===== src/core/sas_defines.vh =====
`ifndef SAS_DEFINES_VH
`define SAS_DEFINES_VH

// ----------------------------------------------------------------
// opcode patterns
// ----------------------------------------------------------------
`define SAS_OP_POWER_DOWN   16'h0003
`define SAS_OP_LIT_SUB_HI   8'h08
`define SAS_OP_REV_SUB_HI   6'h15
`define SAS_OP_FILE_SUB_HI  6'h17

// ----------------------------------------------------------------
// register byte offsets on the avalon slave
// ----------------------------------------------------------------
`define SAS_OFS_WREG        5'h00
`define SAS_OFS_STATUS      5'h04
`define SAS_OFS_BANK        5'h08
`define SAS_OFS_CTRL        5'h0C
`define SAS_OFS_WDOG        5'h10
`define SAS_OFS_POSTSC      5'h14
`define SAS_OFS_SLEEP       5'h18

// ----------------------------------------------------------------
// status field positions and reset values
// ----------------------------------------------------------------
`define SAS_ST_C            0
`define SAS_ST_DC           1
`define SAS_ST_Z            2
`define SAS_ST_OV           3
`define SAS_ST_N            4
`define SAS_ST_PD           5
`define SAS_ST_TO           6
`define SAS_STATUS_RST      7'h60
`define SAS_CTRL_EXT        0

// ----------------------------------------------------------------
// addressing constants
// ----------------------------------------------------------------
`define SAS_IDX_LIMIT       8'h5F
`define SAS_ACCESS_SPLIT    8'h60
`define SAS_ACCESS_HI_BANK  4'hF
`define SAS_ACCESS_LO_BANK  4'h0

`endif


===== src/core/sas_sub_alu.v =====
`default_nettype none

// ----------------------------------------------------------------
// eight bit subtractor: minuend - subtrahend - (not carry_in)
// ----------------------------------------------------------------
module sas_sub_alu (
    input  wire [7:0] minuend_in,
    input  wire [7:0] subtrahend_in,
    input  wire       carry_in,
    output wire [7:0] result_out,
    output wire       carry_out,
    output wire       digit_carry_out,
    output wire       zero_out,
    output wire       overflow_out,
    output wire       negative_out
);
    // two's complement: add the inverted subtrahend plus carry
    wire [8:0] full_sum;   // carry out lands in bit 8
    wire [4:0] low_sum;    // nibble carry lands in bit 4

    assign full_sum        = {1'b0, minuend_in} + {1'b0, ~subtrahend_in} + {8'h00, carry_in};
    assign low_sum         = {1'b0, minuend_in[3:0]} + {1'b0, ~subtrahend_in[3:0]} + {4'h0, carry_in};
    assign result_out      = full_sum[7:0];
    // carry set means no borrow happened
    assign carry_out       = full_sum[8];
    assign digit_carry_out = low_sum[4];
    assign zero_out        = (full_sum[7:0] == 8'h00);
    // signed overflow: operands differ in sign and result sign left the minuend's
    assign overflow_out    = (minuend_in[7] ^ subtrahend_in[7]) & (full_sum[7] ^ minuend_in[7]);
    assign negative_out    = full_sum[7];
endmodule

`default_nettype wire


===== src/core/sas_exec.v =====
// Summary of operation
// - power-down decode clears pd, sets to
// - power-down zeroes watchdog count and postscaler
// - sleep entered in fourth phase, oscillator stopped
// - watchdog wake from sleep clears to flag
// - reverse borrow subtract: w - f - not carry
// - d low writes w, high writes file
// - a low access bank, high uses bank select
// - a low, ext set, f<=5Fh: indexed offset
// - subtracts update n, ov, c, dc, z
// - file subtract computes f minus w
// - carry is inverted borrow for subtraction
`include "sas_defines.vh"
`default_nettype none

module sas_exec (
    input  wire        sys_clk_in,
    input  wire        reset_n_in,
    // program memory side
    input  wire [15:0] instr_in,
    input  wire        instr_valid_in,
    output wire        instr_ready_out,
    // data memory side
    output reg  [11:0] file_addr_out,
    output reg         file_rd_en_out,
    input  wire [7:0]  file_rd_data_in,
    output reg         file_wr_en_out,
    output reg  [7:0]  file_wr_data_out,
    input  wire [11:0] idx_base_in,
    // watchdog and oscillator
    input  wire        wdt_tick_in,
    input  wire        wdt_wake_in,
    output reg         osc_run_out,
    output reg         sleeping_out,
    // avalon-mm slave
    input  wire [4:0]  avs_address_in,
    input  wire        avs_read_in,
    input  wire        avs_write_in,
    input  wire [31:0] avs_writedata_in,
    input  wire [3:0]  avs_byteenable_in,
    output reg  [31:0] avs_readdata_out,
    output wire        avs_waitrequest_out
);
    // ----------------------------------------------------------------
    // states and decode classes
    // ----------------------------------------------------------------
    localparam [2:0] ST_IDLE  = 3'h0;
    localparam [2:0] ST_Q1    = 3'h1;
    localparam [2:0] ST_Q2    = 3'h2;
    localparam [2:0] ST_Q3    = 3'h3;
    localparam [2:0] ST_Q4    = 3'h4;
    localparam [2:0] ST_SLEEP = 3'h5;

    localparam [2:0] OP_NONE  = 3'h0;
    localparam [2:0] OP_PDOWN = 3'h1;
    localparam [2:0] OP_LSUB  = 3'h2;
    localparam [2:0] OP_RSUB  = 3'h3;
    localparam [2:0] OP_FSUB  = 3'h4;

    // ----------------------------------------------------------------
    // operand address selection, shared by decode paths
    // ----------------------------------------------------------------
    function [11:0] operand_addr;
        input       acc_bit;
        input [7:0] faddr;
        input [3:0] bank;
        input       ext_en;
        input [11:0] idx_base;
        begin
            if (!acc_bit && ext_en && (faddr <= `SAS_IDX_LIMIT)) begin
                // indexed literal offset from the index base
                operand_addr = idx_base + {4'h0, faddr};
            end else if (!acc_bit) begin
                // access bank: low part is ram, upper part is sfr space
                operand_addr = (faddr < `SAS_ACCESS_SPLIT) ? {`SAS_ACCESS_LO_BANK, faddr}
                                                           : {`SAS_ACCESS_HI_BANK, faddr};
            end else begin
                operand_addr = {bank, faddr};   // bank select picks the bank
            end
        end
    endfunction

    // ----------------------------------------------------------------
    // state
    // ----------------------------------------------------------------
    reg  [2:0]  state_r;          // phase sequencer
    reg  [15:0] instr_r;          // captured instruction word
    reg  [2:0]  op_r;             // decoded class
    reg  [7:0]  wreg_r;           // working register
    reg  [6:0]  status_r;         // n ov z dc c plus pd and to
    reg  [3:0]  bank_select_reg;  // bank select register
    reg         ext_en_r;         // extended instruction set enable
    reg  [7:0]  watchdog_counter; // watchdog count
    reg  [3:0]  postscaler_r;     // watchdog postscaler
    reg  [7:0]  operand_r;        // operand read in the second phase
    reg  [7:0]  result_r;         // result held for the write phase
    reg  [4:0]  flags_r;          // flags held for the write phase
    reg         ack_r;            // bus answer pending

    // decoded fields of the held word
    wire        dest_bit = instr_r[9];
    wire        acc_bit  = instr_r[8];
    wire [7:0]  faddr    = instr_r[7:0];

    // alu hookup
    reg  [7:0]  alu_min;
    reg  [7:0]  alu_sub;
    reg         alu_cin;
    wire [7:0]  alu_res;
    wire        alu_c;
    wire        alu_dc;
    wire        alu_z;
    wire        alu_ov;
    wire        alu_n;

    // bus strobes
    wire        bus_req   = avs_read_in | avs_write_in;
    wire        bus_wr_go = avs_write_in & ack_r & avs_byteenable_in[0];
    wire        core_w_wr = (state_r == ST_Q4) && (op_r == OP_LSUB || ((op_r == OP_RSUB || op_r == OP_FSUB)
                            && !dest_bit));
    wire        core_flag = (state_r == ST_Q4) && (op_r == OP_LSUB || op_r == OP_RSUB || op_r == OP_FSUB);

    // the bus waits one cycle so read data can come from a flop
    assign avs_waitrequest_out = bus_req & ~ack_r;
    // a power-down ending in sleep takes no new word until wake
    assign instr_ready_out     = (state_r == ST_IDLE) || (state_r == ST_Q4 && op_r != OP_PDOWN);

    // ----------------------------------------------------------------
    // operand selection per subtract flavour
    // ----------------------------------------------------------------
    always @* begin
        alu_min = operand_r;
        alu_sub = wreg_r;
        alu_cin = 1'b1;
        case (op_r)
            OP_LSUB: begin
                alu_min = instr_r[7:0];          // literal minus w
                alu_sub = wreg_r;
                alu_cin = 1'b1;
            end
            OP_RSUB: begin
                alu_min = wreg_r;                // w minus f minus borrow
                alu_sub = operand_r;
                alu_cin = status_r[`SAS_ST_C];   // clear carry takes one more
            end
            OP_FSUB: begin
                alu_min = operand_r;             // f minus w
                alu_sub = wreg_r;
                alu_cin = 1'b1;
            end
            default: begin
                alu_cin = 1'b1;
            end
        endcase
    end

    sas_sub_alu u_alu (
        .minuend_in      (alu_min),
        .subtrahend_in   (alu_sub),
        .carry_in        (alu_cin),
        .result_out      (alu_res),
        .carry_out       (alu_c),
        .digit_carry_out (alu_dc),
        .zero_out        (alu_z),
        .overflow_out    (alu_ov),
        .negative_out    (alu_n)
    );

    // ----------------------------------------------------------------
    // phase sequencer, one instruction per four phases
    // ----------------------------------------------------------------
    always @(posedge sys_clk_in or negedge reset_n_in) begin
        if (!reset_n_in) begin
            state_r      <= ST_IDLE;
            instr_r      <= 16'h0000;
            op_r         <= OP_NONE;
            operand_r    <= 8'h00;
            result_r     <= 8'h00;
            flags_r      <= 5'h00;
            osc_run_out  <= 1'b1;
            sleeping_out <= 1'b0;
        end else begin
            case (state_r)
                ST_IDLE, ST_Q4: begin
                    if (state_r == ST_Q4 && op_r == OP_PDOWN) begin
                        // oscillator halts in the last phase
                        state_r      <= ST_SLEEP;
                        osc_run_out  <= 1'b0;
                        sleeping_out <= 1'b1;
                    end else if (instr_valid_in) begin
                        // word taken, decode follows
                        instr_r <= instr_in;
                        state_r <= ST_Q1;
                    end else begin
                        state_r <= ST_IDLE;
                    end
                end
                ST_Q1: begin
                    // decode the held word
                    if (instr_r == `SAS_OP_POWER_DOWN)
                        op_r <= OP_PDOWN;
                    else if (instr_r[15:8] == `SAS_OP_LIT_SUB_HI)
                        op_r <= OP_LSUB;
                    else if (instr_r[15:10] == `SAS_OP_REV_SUB_HI)
                        op_r <= OP_RSUB;
                    else if (instr_r[15:10] == `SAS_OP_FILE_SUB_HI)
                        op_r <= OP_FSUB;
                    else
                        op_r <= OP_NONE;   // foreign opcodes pass as no-ops
                    state_r <= ST_Q2;
                end
                ST_Q2: begin
                    // read register f; power-down clears pd and sets to here
                    operand_r <= file_rd_data_in;
                    state_r   <= ST_Q3;
                end
                ST_Q3: begin
                    // process data, result held for the write
                    result_r <= alu_res;
                    flags_r  <= {alu_n, alu_ov, alu_z, alu_dc, alu_c};
                    state_r  <= ST_Q4;
                end
                ST_SLEEP: begin
                    if (wdt_wake_in) begin
                        // only the watchdog wakes this block
                        state_r      <= ST_IDLE;
                        op_r         <= OP_NONE;
                        osc_run_out  <= 1'b1;
                        sleeping_out <= 1'b0;
                    end
                end
                default: begin
                    state_r <= ST_IDLE;
                end
            endcase
        end
    end

    // ----------------------------------------------------------------
    // data memory strobes, registered
    // ----------------------------------------------------------------
    always @(posedge sys_clk_in or negedge reset_n_in) begin
        if (!reset_n_in) begin
            file_addr_out    <= 12'h000;
            file_rd_en_out   <= 1'b0;
            file_wr_en_out   <= 1'b0;
            file_wr_data_out <= 8'h00;
        end else begin
            file_rd_en_out <= 1'b0;
            file_wr_en_out <= 1'b0;
            if (state_r == ST_Q1) begin
                // address is out before the read phase samples
                file_addr_out  <= operand_addr(instr_r[8], instr_r[7:0], bank_select_reg, ext_en_r, idx_base_in);
                file_rd_en_out <= (instr_r[15:10] == `SAS_OP_REV_SUB_HI) ||
                                  (instr_r[15:10] == `SAS_OP_FILE_SUB_HI);
            end
            if (state_r == ST_Q3 && (op_r == OP_RSUB || op_r == OP_FSUB) && dest_bit) begin
                // result goes back to f, strobe lands in the fourth phase
                file_wr_en_out   <= 1'b1;
                file_wr_data_out <= alu_res;
            end
        end
    end

    // ----------------------------------------------------------------
    // w, status, bank and control; core updates win over the bus
    // ----------------------------------------------------------------
    always @(posedge sys_clk_in or negedge reset_n_in) begin
        if (!reset_n_in) begin
            wreg_r          <= 8'h00;
            status_r        <= `SAS_STATUS_RST;
            bank_select_reg <= 4'h0;
            ext_en_r        <= 1'b0;
        end else begin
            // software writes first, hardware below overrides them
            if (bus_wr_go && avs_address_in == `SAS_OFS_WREG)
                wreg_r <= avs_writedata_in[7:0];
            if (bus_wr_go && avs_address_in == `SAS_OFS_STATUS)
                status_r <= avs_writedata_in[6:0];
            if (bus_wr_go && avs_address_in == `SAS_OFS_BANK)
                bank_select_reg <= avs_writedata_in[3:0];
            if (bus_wr_go && avs_address_in == `SAS_OFS_CTRL)
                ext_en_r <= avs_writedata_in[`SAS_CTRL_EXT];
            if (core_w_wr)
                wreg_r <= result_r;                 // d low or literal form
            if (core_flag)
                status_r[4:0] <= flags_r;
            if (state_r == ST_Q2 && op_r == OP_PDOWN) begin
                status_r[`SAS_ST_PD] <= 1'b0;
                status_r[`SAS_ST_TO] <= 1'b1;
            end
            if (state_r == ST_SLEEP && wdt_wake_in)
                status_r[`SAS_ST_TO] <= 1'b0;
        end
    end

    // ----------------------------------------------------------------
    // watchdog count and postscaler
    // ----------------------------------------------------------------
    always @(posedge sys_clk_in or negedge reset_n_in) begin
        if (!reset_n_in) begin
            watchdog_counter <= 8'h00;
            postscaler_r     <= 4'h0;
        end else if (state_r == ST_Q3 && op_r == OP_PDOWN) begin
            // the clear beats a tick landing in the same cycle
            watchdog_counter <= 8'h00;
            postscaler_r     <= 4'h0;
        end else if (wdt_tick_in) begin
            postscaler_r <= postscaler_r + 4'h1;
            if (postscaler_r == 4'hF)
                watchdog_counter <= watchdog_counter + 8'h01;
        end
    end

    // ----------------------------------------------------------------
    // avalon answer and read data
    // ----------------------------------------------------------------
    always @(posedge sys_clk_in or negedge reset_n_in) begin
        if (!reset_n_in) begin
            ack_r            <= 1'b0;
            avs_readdata_out <= 32'h00000000;
        end else begin
            // answer on the second cycle of every request
            ack_r <= bus_req & ~ack_r;
            if (avs_read_in && !ack_r) begin
                case (avs_address_in)
                    `SAS_OFS_WREG:   avs_readdata_out <= {24'h000000, wreg_r};
                    `SAS_OFS_STATUS: avs_readdata_out <= {25'h0000000, status_r};
                    `SAS_OFS_BANK:   avs_readdata_out <= {28'h0000000, bank_select_reg};
                    `SAS_OFS_CTRL:   avs_readdata_out <= {31'h00000000, ext_en_r};
                    `SAS_OFS_WDOG:   avs_readdata_out <= {24'h000000, watchdog_counter};
                    `SAS_OFS_POSTSC: avs_readdata_out <= {28'h0000000, postscaler_r};
                    `SAS_OFS_SLEEP:  avs_readdata_out <= {30'h00000000, osc_run_out, sleeping_out};
                    default:         avs_readdata_out <= 32'h00000000;   // unmapped reads zero
                endcase
            end
        end
    end
endmodule

`default_nettype wire


===== config.mk =====
export PLATFORM = sky130hd
export DESIGN_NAME = sas_exec
export DESIGN_NICKNAME = d
export VERILOG_FILES = /design/src/core/sas_sub_alu.v /design/src/core/sas_exec.v
export VERILOG_INCLUDE_DIRS = /design/src /design/src/core
export SDC_FILE = /design/constraint.sdc
export NUM_CORES = 1
export LEC_CHECK = 0
export ABC_AREA = 1
export ABC_CLOCK_PERIOD_IN_PS = 7400
export BUFFER_PORTS_ARGS = -buffer_cell sky130_fd_sc_hd__buf_4
export CELL_PAD_IN_SITES_DETAIL_PLACEMENT = 1
export CELL_PAD_IN_SITES_GLOBAL_PLACEMENT = 1
export CORE_ASPECT_RATIO = 0.9
export CORE_UTILIZATION = 42
export CTS_CLUSTER_SIZE = 25
export DETAILED_ROUTE_END_ITERATION = 16
export GPL_TIMING_DRIVEN = 0
export PLACE_DENSITY = 0.82
export SLEW_MARGIN = 10
export SYNTH_ARGS = -nofsm -noshare
export SYNTH_HDL_FRONTEND = slang
export SYNTH_SLANG_ARGS = --single-unit

===== constraint.sdc =====
create_clock -name sys_clk_in -period 7.4 [get_ports sys_clk_in]
set_clock_uncertainty 0.2 [all_clocks]
set_input_delay 1.48 -clock sys_clk_in [delete_from_list [all_inputs] [get_ports sys_clk_in]]
set_output_delay 1.48 -clock sys_clk_in [all_outputs]
set_load 0.05 [all_outputs]

==> metrics <==
outcome complete, no violations; Peak supply drop 172.5 µV; signal arrival time at the worst endpoint 1940 ps; clock transition time at the flip-flop clock pins of the worst setup and hold paths 70 ps; core footprint 14,210 µm²; Crit. End Element output port; switching share of power 46.87%; Layout Nets 1,040; effective utilization at floorplan 43.45%; number of hold violations in the final report 0; total power consumption of the routed design 2.963 mW; MaxCap Viol Count 0; HPWL after detailed placement 14.23 mm; Syn Std Cell Area 6175 µm²; reported net switching power 1.389 mW; library cell contributing the largest single delay on the critical path buf_4; Post-synth top flop dfrtp_1; slew at the pin closest to its max-slew limit 1029 ps; routed wirelength normalized by instance count 16.30 µm; Tightest Hold Check Type reg -> reg; gr usage total 26.26%; clock power share 17.8%; Final ANT Viol Nets 0; maximum fanout count along the critical path 2; ratio of cells with drive above 1 in the final layout 18.17%; maximum root-to-sink buffer count 2; worst relative slew slack 31.38%; Layout fillers 1,843; detail-routed via count per cell 5.140; ant diodes 0; internal power 1.574 mW; list of cells traversed by the critical path buf_4 -> nor2_1 -> nor2_1 -> buf_4; register bit total from synthesis 107; I/O pin count 142; multi-input logic area 2948 µm²; CTS Hold Bufs 0; Crit path largest cell delay 180 ps; total gr overflow 0; Total Die Area 15,190 µm²; number of enable-type register cells in the synthesized netlist 0; synth unique cells 46; registers with the most flip-flops instr_r x16, file_addr_out x12; Worst Setup Path Type in -> out; H-tree lvl count 3; total routed wirelength 18.49 mm; number of DRC violations after detailed-routing iteration 0 284; Root Driver clkbuf_16; Yosys Warn Count 0; unrepaired setup endpoints after global routing false; CTS tree done; DRC violation count after routing 0; Port Buffers 90; Most flops, register instr_r; Synth Instances 812; Via Count 5,829; sequential element share of the synthesized area 43.42%; flip-flop count of the largest register, all copies and words added 16; floorplan row count 41; Async SR Flop Fraction 100.0%; post-synthesis area per instance 7.604 µm²; pin count of the biggest net entering global routing 108; register-to-register setup slack 3900 ps; Cell Pwr Density 395.1 nW/µm²; sequential power share 33.8%; final-layout setup total negative slack 0 ps; CP required 5720 ps; area overhead of the layout relative to synthesis 21.46%; chip width 129.8 µm; Worst-Skew Late Latency 360 ps; global-route wire length before repair 30.33 mm; initial antenna violation count 0; register area 2681 µm²; final-report setup violation count 0; clock sink count 107; Slew Limit Fails 0; vias in the first global route 5,873; fin crit share 48.90%; router iterations before antenna repair 4; Static Leak 3.939 nW; startpoint kind of the worst setup timing path input pin; Vert. Die Dim 117.0 µm; Highest Clock Rate 276.4 MHz; Min Clock Period, post-route 3619 ps; total clock buffers created by CTS 9; gpl congestion 0.8605; power share of the combinational group 48.3%; Post CTS Setup Buffer Count 0; Gates resized, CTS repair 0
## power groups by stage
stage | combinational [mW] | sequential, mW | clock (mW)
detailed placement | 1.43 | 1.01 | 0
global route | 1.60 | 1.03 | 0.559
floorplan | 0.816 | 1.14 | 0
finish | 1.43 | 1.00 | 0.528
CTS | 1.44 | 0.999 | 0.539
global placement | 1.39 | 0.995 | 0
## final timing paths
path,from,endpoint,cells after the start
hold reg to reg,ack_r,ack_r,1
hold / removal,ack_r,ack_r,1
setup reg to reg,op_r[2],flags_r[2],14
min in group asynchronous,reset_n_in,postscaler_r[2],1
setup / recovery,avs_write_in,avs_waitrequest_out,4
max in group asynchronous,reset_n_in,file_addr_out[7],1
## stage by stage
stage          instance area [µm²]  util, %  hold WS, ps  setup slack, ps  instances
2_1_floorplan                 6261        -        249.2             3543        835
3_3_place_gp                  7178    50.52        259.7             3790       1118
3_5_place_dp                  7182    50.54        268.0             3779       1118
4_1_cts                       7500    52.78        276.0             3779       1134
5_1_grt                       7500    52.78        297.9             3508       1134
6_report                      7500    52.78        272.4             3781       1134
## critical path, delay by kind of cell
kind | cells | cell delay [ps]
buffers and inverters | 2 | 290
and+or+nand+nor | 2 | 160
## cells in the mapped netlist, types with 9 or more instances
cell type	number	area [µm²]
ha_1	17	212.7
nand3_1	51	255.2
nor2_1	69	259.0
nor3_1	12	60.06
nand2_1	224	840.8
dfrtp_1	104	2603
inv_1	92	345.3
o22ai_1	9	56.30
o21ai_0	63	315.3
buf_4	25	187.7
a21oi_1	50	250.2
## metal layers
metal	global-route usage, %	part of all wire, %
met5	0	0
met2	44.42	48
met4	6.822	1.3
met3	4.091	3.8
met1	35.22	47
## cell type report
cell class                 instances  area share (%)
timing repair buffer              90           9.059
inverter                         101           5.105
tap                              193           3.220
multi-input combinational        590           39.31
clock inverter                     6           1.185
buffer                            37           3.320
sequential                       107           35.75
clock buffer                      10           3.053
## kinds of logic after synthesis
group	after synthesis	synth area share, %
compound gates	150	13.31
xor+xnor	8	1.135
fa+ha+maj	20	4.417
buf+inv	138	10.23
flops	107	43.42
mux	2	0.3647
other cells	1	0.06073
simple gates	386	27.05
## placed cells by master, fill, tap and decap left out, drive strengths merged, types with 6 or more instances in the layout
master,count
inv,100
nor3,14
ha,17
or2,6
o21ai,68
a31oi,7
a21oi,51
o22ai,9
nor2,73
nand3,55
clkbuf,14
dfrtp,104
nand2,226
o211ai,7
nor4,6
buf,123
conb,24
Note: power is estimated with default switching activity, not from simulation.
